**src/design/xyps_pkg.sv**
```systemverilog
// Purpose : shared constants and types for the x-y plotter output sequencer
// Assumes : 100 MHz sys_clk, synchronous active-low reset
// Notes   : dac codes are 12 bit, full scale of the vertical range is 10.64 V
package xyps_pkg;

	// ----------------------------------------------------------------
	// dac scaling
	// ----------------------------------------------------------------
	localparam int          XYPS_DAC_W      = 12;
	localparam int          XYPS_IDX_W      = 10;
	// horizontal: code 0 = 0 V, code FFF = 10.0 V
	localparam logic [11:0] XYPS_X_ZERO     = 12'h000;
	localparam logic [11:0] XYPS_X_FULL     = 12'hFFF;
	// vertical: code FFF = 10.64 V, so 10.4 V is code 0xFA4
	localparam logic [11:0] XYPS_Y_ZERO     = 12'h000;
	localparam logic [11:0] XYPS_Y_FULL     = 12'hFA4;
	// one amplitude step of about 0.33 V, 32 steps cover the full range
	localparam logic [11:0] XYPS_Y_STEP     = 12'h080;
	localparam int          XYPS_MAX_STEPS  = 32;

	// ----------------------------------------------------------------
	// trace geometry
	// ----------------------------------------------------------------
	localparam int          XYPS_POINTS     = 1001;
	localparam logic [9:0]  XYPS_LAST_PT    = 10'h3E8;

	// ----------------------------------------------------------------
	// timing
	// ----------------------------------------------------------------
	localparam int          XYPS_CLK_MHZ    = 100;
	localparam int          XYPS_STEP_MS    = 17;
	localparam int          XYPS_STEP_CYC   = XYPS_STEP_MS * 1000 * XYPS_CLK_MHZ;
	localparam int          XYPS_PEN_MS     = 2000;
	localparam int          XYPS_PEN_CYC    = XYPS_PEN_MS * 1000 * XYPS_CLK_MHZ;

	// ----------------------------------------------------------------
	// modes and commands
	// ----------------------------------------------------------------
	typedef enum logic [1:0]
	{
		XYPS_CMD_LOWER_LEFT  = 2'h0,
		XYPS_CMD_UPPER_RIGHT = 2'h1,
		XYPS_CMD_MEM_PLOT    = 2'h2,
		XYPS_CMD_SWEEP_PLOT  = 2'h3
	} xyps_cmd_t;

	typedef struct packed
	{
		logic [11:0] x;
		logic [11:0] y;
		logic        pen_down;
	} xyps_out_t;

	typedef struct packed
	{
		logic        valid;
		xyps_cmd_t   cmd;
	} xyps_sel_t;

endpackage

```
**src/design/xyps_slew.sv**
```systemverilog
// Purpose : step-limited vertical slew toward a target code
// Assumes : target stable while busy is high
// Notes   : each step is held at least STEP_CYC cycles; last step lands exactly
`timescale 1ns/1ns
module xyps_slew #(
	parameter int STEP_CYC = xyps_pkg::XYPS_STEP_CYC
) (
	// clock and reset
	input  wire logic        sys_clk,
	input  wire logic        rst_n,
	// control
	input  wire logic        start,
	input  wire logic        jump,
	input  wire logic [11:0] target,
	// result
	output logic      [11:0] level,
	output logic             busy
);
	import xyps_pkg::*;

	logic [11:0] level_q, level_d;
	logic [31:0] tmr_q, tmr_d;
	logic        busy_q, busy_d;
	logic [11:0] diff;

	always_comb
	begin
		level_d = level_q;
		tmr_d   = tmr_q;
		busy_d  = busy_q;
		diff    = (target > level_q) ? target - level_q : level_q - target;
		if (jump)
		begin
			level_d = target;
			busy_d  = 1'b0;
			tmr_d   = 32'h0;
		end
		else if (start)
		begin
			busy_d = (target != level_q);
			tmr_d  = 32'h0;
		end
		else if (busy_q)
		begin
			if (tmr_q >= 32'(STEP_CYC - 1))
			begin
				tmr_d = 32'h0;
				// the final, partial step lands on the target exactly
				if (diff <= XYPS_Y_STEP) //RULE_05
				begin
					level_d = target;
					busy_d  = 1'b0;
				end
				else if (target > level_q)
					level_d = level_q + XYPS_Y_STEP;
				else
					level_d = level_q - XYPS_Y_STEP;
			end
			else
				tmr_d = tmr_q + 32'h1;
		end
	end

	always_ff @(posedge sys_clk)
	begin
		if (!rst_n)
		begin
			level_q <= 12'h000;
			tmr_q   <= 32'h0;
			busy_q  <= 1'b0;
		end
		else
		begin
			level_q <= level_d;
			tmr_q   <= tmr_d;
			busy_q  <= busy_d;
		end
	end

	assign level = level_q;
	assign busy  = busy_q;
endmodule

```
**src/design/xyps_top.sv**
```systemverilog
// Purpose : x-y recorder output sequencer: alignment modes, memory plot, sweep plot
// Assumes : all inputs synchronous to sys_clk; trace data answers an index combinationally
// Notes   : panel and remote selections are merged before the mode logic
// Behaviour
// RULE_01: lower-left cancels plotting, both outputs to zero, pen up.
// RULE_02: upper-right puts x at 10 V, y at 10.4 V, pen up.
// RULE_03: the four modes exclude each other; new selection cancels the old.
// RULE_04: memory plot steps x over 1001 points, independent of sweep.
// RULE_05: memory plot slews y in 0.33 V steps of at least 17 ms, max 32.
// RULE_06: with both traces shown, stored trace first, then after 2 s the current.
// RULE_07: memory plot end lifts pen and goes to upper right.
// RULE_08: pen lowers 2 s after a plot starts, lifts on retrace.
// RULE_09: sweep plot x follows sweep, y follows current trace unlimited.
// RULE_10: sweep plot updates position only at display refresh.
// RULE_11: if sweep runs ahead, plotter waits and resumes where it stopped.
// RULE_12: sweep plot moves to start and lowers pen before sweep trigger.
// RULE_13: single sweep end lifts pen and goes to upper right.
// RULE_14: manual mode moves x to manual point first, then lowers pen.
// RULE_15: manual retune: x tracks or slews, pen down, y held until reached.
// RULE_16: panel and remote selection act identically.
// RULE_17: point index maps linearly from 0 V to full scale.
`timescale 1ns/1ns
module xyps_top #(
	parameter int STEP_CYC = xyps_pkg::XYPS_STEP_CYC,
	parameter int PEN_CYC  = xyps_pkg::XYPS_PEN_CYC
) (
	// clock and reset
	input  wire logic                sys_clk,
	input  wire logic                rst_n,
	// mode selection
	input  wire xyps_pkg::xyps_sel_t panel_sel,
	input  wire xyps_pkg::xyps_sel_t remote_sel,
	// trace memory access
	output logic               [9:0] mem_idx,
	output logic                     mem_use_stored,
	input  wire logic         [11:0] mem_data,
	input  wire logic                both_shown,
	// sweep side
	input  wire logic         [11:0] sweep_x,
	input  wire logic         [11:0] cur_y,
	input  wire logic                refresh,
	input  wire logic                sweep_armed,
	input  wire logic                sweep_done,
	input  wire logic                manual_mode,
	// recorder drive
	output xyps_pkg::xyps_out_t      plot_out,
	output logic                     plot_ready,
	output logic               [1:0] mode
);
	import xyps_pkg::*;
	// ----------------------------------------------------------------
	// state
	// ----------------------------------------------------------------
	typedef enum logic [6:0]
	{
		S_LL    = 7'h01,
		S_UR    = 7'h02,
		S_M_PEN = 7'h04,
		S_M_RUN = 7'h08,
		S_M_GAP = 7'h10,
		S_S_PEN = 7'h20,
		S_S_RUN = 7'h40
	} xyps_state_t;
	xyps_state_t st_q, st_d;
	logic [11:0] x_q, x_d;
	logic [11:0] ys_q, ys_d;
	logic        pen_q, pen_d;
	logic [9:0]  idx_q, idx_d;
	logic        stored_q, stored_d;
	logic [31:0] wait_q, wait_d;
	logic        pt_go_q, pt_go_d;
	logic [1:0]  mode_q, mode_d;

	xyps_sel_t   sel;
	logic        y_busy, y_jump, mem_mode;
	logic [11:0] y_lvl, y_tgt, idx_x;
	logic [21:0] idx_prod;
	// remote has no precedence: either source may select, both act alike
	assign sel      = panel_sel.valid ? panel_sel : remote_sel; //RULE_16
	// linear index to x code: idx * 0xFFF / 1000
	assign idx_prod = 22'(idx_q) * 22'(XYPS_X_FULL); //RULE_17
	assign idx_x    = 12'(idx_prod / 22'(XYPS_LAST_PT));
	assign mem_mode = (st_q == S_M_PEN) || (st_q == S_M_RUN) || (st_q == S_M_GAP);

	// ----------------------------------------------------------------
	// vertical slew limiter
	// ----------------------------------------------------------------
	// outside a memory run the level snaps: to the held code, or to zero while retracing
	assign y_jump = !mem_mode || (st_q != S_M_RUN);
	assign y_tgt  = !mem_mode ? ys_q : ((st_q != S_M_RUN) ? XYPS_Y_ZERO : mem_data);

	xyps_slew #(
		.STEP_CYC (STEP_CYC)
	) u_slew (
		.sys_clk (sys_clk),
		.rst_n   (rst_n),
		.start   (pt_go_q),
		.jump    (y_jump),
		.target  (y_tgt),
		.level   (y_lvl),
		.busy    (y_busy)
	);

	// ----------------------------------------------------------------
	// mode sequencer
	// ----------------------------------------------------------------
	always_comb
	begin
		st_d     = st_q;
		x_d      = x_q;
		ys_d     = ys_q;
		pen_d    = pen_q;
		idx_d    = idx_q;
		stored_d = stored_q;
		wait_d   = wait_q;
		pt_go_d  = 1'b0;
		mode_d   = mode_q;
		if (sel.valid)
		begin
			// any selection cancels whatever mode was running
			mode_d = sel.cmd; //RULE_03
			wait_d = 32'h0;
			unique case (sel.cmd)
				XYPS_CMD_LOWER_LEFT:
				begin
					st_d  = S_LL; //RULE_01
					x_d   = XYPS_X_ZERO;
					ys_d  = XYPS_Y_ZERO;
					pen_d = 1'b0;
				end
				XYPS_CMD_UPPER_RIGHT:
				begin
					st_d  = S_UR; //RULE_02
					x_d   = XYPS_X_FULL;
					ys_d  = XYPS_Y_FULL;
					pen_d = 1'b0;
				end
				XYPS_CMD_MEM_PLOT:
				begin
					st_d     = S_M_PEN;
					idx_d    = 10'h000;
					x_d      = XYPS_X_ZERO;
					pen_d    = 1'b0;
					stored_d = both_shown; //RULE_06
				end
				XYPS_CMD_SWEEP_PLOT:
				begin
					st_d  = S_S_PEN; //RULE_12
					x_d   = sweep_x; //RULE_14
					ys_d  = cur_y;
					pen_d = 1'b0;
				end
			endcase
		end
		else
		begin
			unique case (st_q)
				S_LL, S_UR: st_d = st_q;
				S_M_PEN, S_M_GAP:
				begin
					x_d = XYPS_X_ZERO;
					if (wait_q >= 32'(PEN_CYC - 1))
					begin
						wait_d  = 32'h0;
						st_d    = S_M_RUN;
						pen_d   = 1'b1; //RULE_08
						idx_d   = 10'h000;
						pt_go_d = 1'b1;
					end
					else
						wait_d = wait_q + 32'h1;
				end
				S_M_RUN:
				begin
					x_d = idx_x; //RULE_04
					if (!y_busy && !pt_go_q)
					begin
						if (idx_q == XYPS_LAST_PT)
						begin
							if (stored_q)
							begin
								// retrace between traces with the pen lifted
								st_d     = S_M_GAP; //RULE_06
								stored_d = 1'b0;
								pen_d    = 1'b0; //RULE_08
							end
							else
							begin
								st_d   = S_UR; //RULE_07
								mode_d = XYPS_CMD_UPPER_RIGHT;
								x_d    = XYPS_X_FULL;
								ys_d   = XYPS_Y_FULL;
								pen_d  = 1'b0;
							end
						end
						else
						begin
							idx_d   = idx_q + 10'h001;
							pt_go_d = 1'b1;
						end
					end
				end
				S_S_PEN:
				begin
					// hold position while the pen settles; the sweep stays armed
					if (wait_q >= 32'(PEN_CYC - 1))
					begin
						st_d  = S_S_RUN;
						pen_d = 1'b1; //RULE_12
					end
					else
						wait_d = wait_q + 32'h1;
				end
				S_S_RUN:
				begin
					if (sweep_done && !manual_mode)
					begin
						st_d   = S_UR; //RULE_13
						mode_d = XYPS_CMD_UPPER_RIGHT;
						x_d    = XYPS_X_FULL;
						ys_d   = XYPS_Y_FULL;
						pen_d  = 1'b0;
					end
					else if (refresh)
					begin
						// outside manual mode only forward moves at refresh; a sweep that got ahead is caught next pass
						if (manual_mode || sweep_x >= x_q) //RULE_11
						begin
							x_d = sweep_x; //RULE_09 RULE_10 RULE_15
							// y held while a manual retune is still moving x
							if (!(manual_mode && sweep_x != x_q))
								ys_d = cur_y; //RULE_15
						end
					end
				end
				default: st_d = S_LL;
			endcase
		end
	end

	always_ff @(posedge sys_clk)
	begin
		if (!rst_n)
		begin
			st_q     <= S_LL;
			x_q      <= 12'h000;
			ys_q     <= 12'h000;
			pen_q    <= 1'b0;
			idx_q    <= 10'h000;
			stored_q <= 1'b0;
			wait_q   <= 32'h0;
			pt_go_q  <= 1'b0;
			mode_q   <= 2'h0;
		end
		else
		begin
			st_q     <= st_d;
			x_q      <= x_d;
			ys_q     <= ys_d;
			pen_q    <= pen_d;
			idx_q    <= idx_d;
			stored_q <= stored_d;
			wait_q   <= wait_d;
			pt_go_q  <= pt_go_d;
			mode_q   <= mode_d;
		end
	end

	// ----------------------------------------------------------------
	// outputs
	// ----------------------------------------------------------------
	assign plot_out          = {x_q, (mem_mode ? y_lvl : ys_q), pen_q};
	assign mem_idx           = idx_q;
	assign mem_use_stored    = stored_q;
	assign plot_ready        = (st_q == S_S_RUN) && sweep_armed;
	assign mode              = mode_q;
endmodule

```
**config.mk**
```make
export PLATFORM = sky130hd
export DESIGN_NAME = xyps_top
export DESIGN_NICKNAME = d
export VERILOG_FILES = /design/src/design/xyps_pkg.sv /design/src/design/xyps_slew.sv /design/src/design/xyps_top.sv
export SDC_FILE = /design/constraint.sdc
export NUM_CORES = 1
export LEC_CHECK = 0
export BUFFER_PORTS_ARGS = -buffer_cell sky130_fd_sc_hd__buf_2
export CORE_AREA = 2 2 215 154
export DETAILED_ROUTE_END_ITERATION = 10
export DIE_AREA = 0 0 217 156
export GPL_TIMING_DRIVEN = 0
export PLACE_DENSITY = 0.63
export SLEW_MARGIN = 20
export SYNTH_ARGS = -nofsm -noshare
export SYNTH_HDL_FRONTEND = slang
export SYNTH_SLANG_ARGS = --single-unit
```
**constraint.sdc**
```tcl
create_clock -name sys_clk -period 26.4 [get_ports sys_clk]
set_clock_uncertainty 0.1 [all_clocks]
set_input_delay 5.28 -clock sys_clk [delete_from_list [all_inputs] [get_ports sys_clk]]
set_output_delay 5.28 -clock sys_clk [all_outputs]
set_load 0.05 [all_outputs]
```
==> flow_metrics.env, run 1 <==
export IMPL_place_port_buffers=86
export IMPL_cap_viol_max_count=0
export IMPL_regToRegSetupSlack_ns=11.70
export IMPL_finalSetupViolCount=0
export IMPL_pwr_share_seq_pct=30.8
export IMPL_clock_power_share_pct=46.2
export IMPL_switching_share_pct=30.0
export IMPL_drtIter0Drc=1278
export IMPL_critPathMaxFanout=10
export IMPL_final_setup_tns_ns=0
export IMPL_async_flop_share_pct=0
export IMPL_die_area_sq_um=33900
export IMPL_dp_hpwl_mm=33.3
export IMPL_grt_pass1_wl_mm=67.5
export IMPL_p_int_uw=444
export IMPL_synth_compound_area_share_pct=29.6
export IMPL_clkTransAtPathRegs_ns=0.06
export IMPL_power_density_nw_per_um2=40.2
export IMPL_fp_dieH_um=156
export IMPL_cp_end_kind="flop"
export IMPL_totalWireLength_mm=42.2
export IMPL_power_leakage_nw=6.62
export IMPL_wl_per_cell_um=17.6
export IMPL_worstHoldStart="wait_q[17]"
export IMPL_critPathKind="flop to flop"
export IMPL_rr_worst_depth=42
export IMPL_min_path_type="flop to flop"
export IMPL_synth_ff_type="dfxtp_1"
export IMPL_ys_seq_elements=123
export IMPL_arrival_ns=14.96
export IMPL_syn_inst=1845
export IMPL_std_cell_rows=55
export IMPL_cp_slowest_cell="o41ai_1"
export IMPL_syn_nets=2039
export IMPL_cts_made_buffers=17
export IMPL_max_freq_mhz=68.0
export IMPL_hold_viol=0
export IMPL_muxShareOfSynthArea_pct=2.56
export IMPL_coreArea_sq_um=31800
export IMPL_power_frac_comb_pct=23.0
export IMPL_vias=14600
export IMPL_period_minus_slack_ns=14.70
export IMPL_p_switching_uw=191
export IMPL_synth_simple_area_share_pct=24.9
export IMPL_routabilityCongestion=0.958
export IMPL_area_delta_synth_final_pct=12.2
export IMPL_synth_top_family_by_area="compound AO/OA/AOI/OAI gates"
export IMPL_die_width_um=217
export IMPL_nNetsFinal=2145
export IMPL_yosys_warnings=0
export IMPL_grt_max_degree=17
export IMPL_synth_xor_area_share_pct=5.82
export IMPL_drc=0
export IMPL_hold_ws_ns=0.375
export IMPL_h_tree_depth=4
export IMPL_cp_start_kind="flop"
export IMPL_ys_top_cells_by_area="dfxtp_1 17%, ha_1 9.7%, nor2_1 5.2%"
export IMPL_power_uw=635
export IMPL_ioPinCount=88
export IMPL_final_layout_size_suffix_gt1_share_pct=11.5
export IMPL_clock_sinks=123
export IMPL_synth_edf_count=0
export IMPL_max_slew_margin_rel_pct=29.6
export IMPL_postCtsHoldBufs=0
export IMPL_crit_top_cell="fa_1"
export IMPL_post_cts_repair_setup_buffers=0
export IMPL_min_to="wait_q[17]"
export IMPL_fin_util_pct=49.7
export IMPL_worst_pin_slew_ns=1.06
export IMPL_synth_top_cell_area_share_pct=17.5
export IMPL_syn_area_sq_um=14100
export IMPL_post_drt_via_cell_ratio=6.09
export IMPL_synth_cell_type_count=120
export IMPL_rr_startpoint="mem_idx[7]"
export IMPL_finalMaxSlewViolations=0
export IMPL_grt_usage_pct=24.3
export IMPL_synth_avg_cell_area_sq_um=7.63
export IMPL_cts_root_buf="clkbuf_16"
export IMPL_ant_nets=0
export IMPL_initial_core_util_pct=44.3
export IMPL_status="complete, no violations"
export IMPL_cts_resized=0
export IMPL_timing_rr_end="x_q[0]"
export IMPL_rsz0062_at_grt="no"
export IMPL_ys_seq_area_share_pct=17.5
export IMPL_fin_area_sq_um=15800
export IMPL_crit_required_ns=26.66
export IMPL_clk_path_buf_depth=2
export IMPL_min_path_cells=1
export IMPL_overflow=0
export IMPL_yosysTopAreaCell="dfxtp_1"
export IMPL_final_cell_mix="196 x nor2_1, 144 x a21oi_1, 142 x nand2_1, 129 x o21ai_0, 123 x dfxtp_1"
export IMPL_grt_pass1_vias=13000
export IMPL_final_common_cell="nor2_1"
export IMPL_worstSkewPairLatency_ns=0.44
export IMPL_first_pass_iters=5
export IMPL_synth_adder_area_share_pct=14.9
export IMPL_antenna_found_initial=2
export IMPL_cts_tree="yes"
export IMPL_ir_drop_mv=0.0472
export IMPL_period_share_pct=55.7
export IMPL_critPathMaxStageDelay_ns=0.73
export IMPL_dpl_cell_area_sq_um=15100
cell families after synthesis:
logic type,Yosys count
simple gates,693
compound gates,593
buf+inv,163
fa+ha+maj,147
flops,123
xor+xnor,92
mux,34
state kept, by name, indices dropped and copies added (netlist names):
register / flops
mem_idx: 10
pen_q: 1
mem_use_stored: 1
st_q: 7
pt_go_q: 1
u_slew.tmr_q: 32
mode: 2
ys_q: 12
wait_q: 32
u_slew.level: 12
u_slew.busy: 1
x_q: 12
through the flow:
stage	setup slack (ns)	std cells
2_1_floorplan	13.62	1845
3_3_place_gp	12.17	2358
3_5_place_dp	12.19	2359
4_1_cts	12.09	2391
5_1_grt	10.90	2393
6_report	11.70	2393
cell type report:
cell class                      instances  area, sq um
Antenna cell                            2         5.00
Clock inverter                         14          289
Buffer                                 63          294
Multi-Input combinational cell       1559        11000
Clock buffer                           18          439
Inverter                              100          375
Tap cell                              427          534
Timing Repair Buffer                   87          435
Fill cell                            3164        16000
Sequential cell                       123         2460
worst max path at each step:
stage	start	endpoint	slack [ns]	cells after the start
floorplan	mem_idx[8]	x_q[0]	13.62	45
global placement	mem_idx[8]	x_q[0]	12.17	42
detailed placement	mem_idx[7]	x_q[0]	12.19	42
CTS	mem_idx[8]	x_q[0]	12.09	42
global route	mem_idx[8]	x_q[0]	10.90	42
finish	mem_idx[7]	x_q[0]	11.70	42
Yosys cell counts, drive strengths merged, types with 19 or more instances:
cell type,number
a21oi,147
o21ai,144
nor2b,41
xnor2,50
inv,100
and3,38
fa,36
nand2,144
ha,109
a31oi,33
nand2b,19
and2,21
buf,20
xor2,41
a21o,41
clkbuf,43
nor2,199
dfxtp,123
nor3,46
o211ai,22
mux2i,24
nand3,58
or2,20
o31ai,19
nor4,27
nand4,29
metal layers:
metal | track usage (%) | up-vias | part of all wire (%)
met5 | 0 | - | 0
met4 | 6.26 | 0 | 1.7
met3 | 4.54 | 39 | 8.4
met2 | 34.7 | 588 | 40
met1 | 36.9 | 6887 | 49
li1 | - | 7052 | -
power by group through the flow:
stage | Sequential [mW] | Clock, mW | Combinational (mW)
after global routing | 0.196 | 0.304 | 0.162
after detailed placement | 0.199 | 0 | 0.143
after floorplan | 0.204 | 0 | 0.102
after CTS | 0.195 | 0.297 | 0.144
after global placement | 0.199 | 0 | 0.141
final | 0.196 | 0.293 | 0.146
critical path, delay by kind of cell (launching register included):
family	cells	cell delay, ns
multiplexers	2	1.10
AND/OR/NAND/NOR	11	2.39
adder cells (fa/ha/maj)	6	3.25
AO/OA/AOI/OAI	19	6.39
buffers and inverters	4	0.77
flip-flops	1	0.58
Power figures use the tool's default switching activity.
==> run 2: changes to the inputs <==
Settings changed: PLACE_DENSITY 0.63 to 0.66.
Clock period 26.4 ns to 12.8 ns, I/O delays scaled along.
==> run 2 against run 1 <==
  * Die area stayed put
  * Wire length rose by 9.0%
  * Worst hold slack worse by 0.012 ns
  * Count of clock-buffer cells in the layout rose by 2
  * Critical path type unchanged
  * Critical endpoint unchanged
  * Largest cell class unchanged
  * Largest power group unchanged
==> flow_metrics.env, run 2 (same netlist as run 1, synthesis figures left out) <==
export IMPL_status="complete, no violations"
export IMPL_power_frac_comb_pct=26.1
export IMPL_grt_pass1_wl_mm=70.9
export IMPL_totalWireLength_mm=46.0
export IMPL_cp_start_kind="flop"
export IMPL_rr_startpoint="mem_idx[7]"
export IMPL_rsz0062_at_grt="yes"
export IMPL_postCtsHoldBufs=0
export IMPL_wl_per_cell_um=18.3
export IMPL_final_layout_size_suffix_gt1_share_pct=23.9
export IMPL_worst_pin_slew_ns=0.994
export IMPL_crit_buf_inv=4
export IMPL_power_density_nw_per_um2=68.7
export IMPL_cap_viol_max_count=0
export IMPL_switching_share_pct=32.0
export IMPL_clkTransAtPathRegs_ns=0.06
export IMPL_dp_hpwl_mm=33.2
export IMPL_arrival_ns=13.04
export IMPL_ir_drop_mv=0.0959
export IMPL_vias=15500
export IMPL_layout_cells_non_filler=2513
export IMPL_std_cell_rows=55
export IMPL_power_mw=1.23
export IMPL_fin_util_pct=56.3
export IMPL_grt_usage_pct=25.4
export IMPL_cp_end_kind="flop"
export IMPL_final_setup_tns_ns=0
export IMPL_max_slew_margin_rel_pct=33.3
export IMPL_routabilityCongestion=0.935
export IMPL_finalSetupViolCount=0
export IMPL_fp_dieH_um=156
export IMPL_top_regs="u_slew.tmr_q: 32 flops, wait_q: 32 flops"
export IMPL_cts_made_buffers=17
export IMPL_cp_slowest_cell="fa_2"
export IMPL_p_switching_uw=394
export IMPL_clk_path_buf_depth=2
export IMPL_fin_area_sq_um=17900
export IMPL_crit_cells=42
export IMPL_ioPinCount=88
export IMPL_coreArea_sq_um=31800
export IMPL_hold_viol=0
export IMPL_ant_nets=0
export IMPL_cts_tree="yes"
export IMPL_endpoint="x_q[0]"
export IMPL_nNetsFinal=2265
export IMPL_crit_top_cell="fa_1"
export IMPL_grt_max_degree=17
export IMPL_dpl_cell_area_sq_um=15100
export IMPL_period_share_pct=100
export IMPL_antenna_found_initial=2
export IMPL_cts_root_buf="clkbuf_16"
export IMPL_critPathMaxFanout=10
export IMPL_crit_family="compound AO/OA/AOI/OAI gates"
export IMPL_post_place_ws_ns=-1.47
export IMPL_power_leakage_nw=7.43
export IMPL_place_port_buffers=86
export IMPL_pwr_share_seq_pct=32.6
export IMPL_critPathMaxStageDelay_ns=0.61
export IMPL_crit_start="mem_idx[7]"
export IMPL_area_delta_synth_final_pct=27.1
export IMPL_h_tree_depth=4
export IMPL_clock_power_share_pct=41.3
export IMPL_final_common_cell="nor2_1"
export IMPL_finalMaxSlewViolations=0
export IMPL_drtIter0Drc=1762
export IMPL_regToRegSetupSlack_ns=0.004
export IMPL_drc=0
export IMPL_clock_sinks=123
export IMPL_max_freq_mhz=78.1
export IMPL_grt_pass1_vias=13700
export IMPL_final_cell_mix="184 x nor2_1, 137 x nand2_1, 131 x a21oi_1, 122 x buf_4, 119 x o21ai_0"
export IMPL_die_area_sq_um=33900
export IMPL_post_drt_via_cell_ratio=6.18
export IMPL_crit_required_ns=13.04
export IMPL_dp_cells=2359
export IMPL_fin_ws_ns=0.00404
export IMPL_first_pass_iters=6
export IMPL_p_int_uw=836
export IMPL_rr_worst_depth=42
export IMPL_worstSkewPairLatency_ns=0.43
export IMPL_critPathKind="flop to flop"
export IMPL_min_path_type="flop to flop"
export IMPL_initial_core_util_pct=44.3
export IMPL_overflow=0
export IMPL_hold_ws_ns=0.363
export IMPL_period_minus_slack_ns=12.80
export IMPL_timing_rr_end="x_q[0]"
export IMPL_die_width_um=217
run 2: cell types whose count changed in the layout (fill, tap and decap cells not counted), moves of 9 or more:
cell / previous run / this run
o21ai_0: 129 / 119
dfxtp_1: 123 / 114
nor2_1: 196 / 184
buf_4: 6 / 122
a21oi_1: 144 / 131
dfxtp_4: 0 / 9
run 2: worst min-delay path by stage:
stage / end / slack, ns / startpoint / cells after the start
floorplan: u_slew.tmr_q[20] / 0.33 / u_slew.tmr_q[20] / 2
global placement: u_slew.tmr_q[20] / 0.34 / u_slew.tmr_q[20] / 2
detailed placement: wait_q[17] / 0.35 / wait_q[17] / 1
CTS: wait_q[17] / 0.37 / wait_q[17] / 1
global route: wait_q[17] / 0.40 / wait_q[17] / 1
finish: wait_q[17] / 0.36 / wait_q[17] / 1
run 2: layout make-up:
type	instances	area [sq um]
clock buffers	20	437
inverters	100	375
flip-flops and latches	123	2500
repair buffers	212	1420
fillers	2873	13900
diodes	2	5.00
multi-input cells	1559	12200
plain buffers	58	303
clock inverters	12	171
well taps	427	534
run 2: worst reg2reg max path, delay by kind of cell (launching register included):
family	cells	cell delay (ns)
DFF	1	0.36
adders and majority gates	6	3.01
muxes	2	0.69
and+or+nand+nor	11	2.96
buffers and inverters	4	0.50
AOI/OAI and AO/OA	19	5.12
run 2: timing repair:
action	CTS	global route
gates resized for setup	108	152
buffers inserted	38	87
pin swaps	37	69
endpoints found under the setup margin	4	3
run 2: power by group through the flow:
stage / Clock, mW / Combinational [mW] / Sequential [mW]
finish: 0.508 / 0.321 / 0.401
global route: 0.527 / 0.349 / 0.403
CTS: 0.510 / 0.306 / 0.402
detailed placement: 0 / 0.298 / 0.411
global placement: 0 / 0.291 / 0.411
floorplan: 0 / 0.211 / 0.422
run 2: layer usage:
layer	routed length [um]	vias to the layer above	GRT usage, %
li1	-	7294	-
met1	21700	7358	39.0
met2	19200	783	36.5
met3	3950	99	3.70
met4	1090	0	6.46
met5	0	-	0
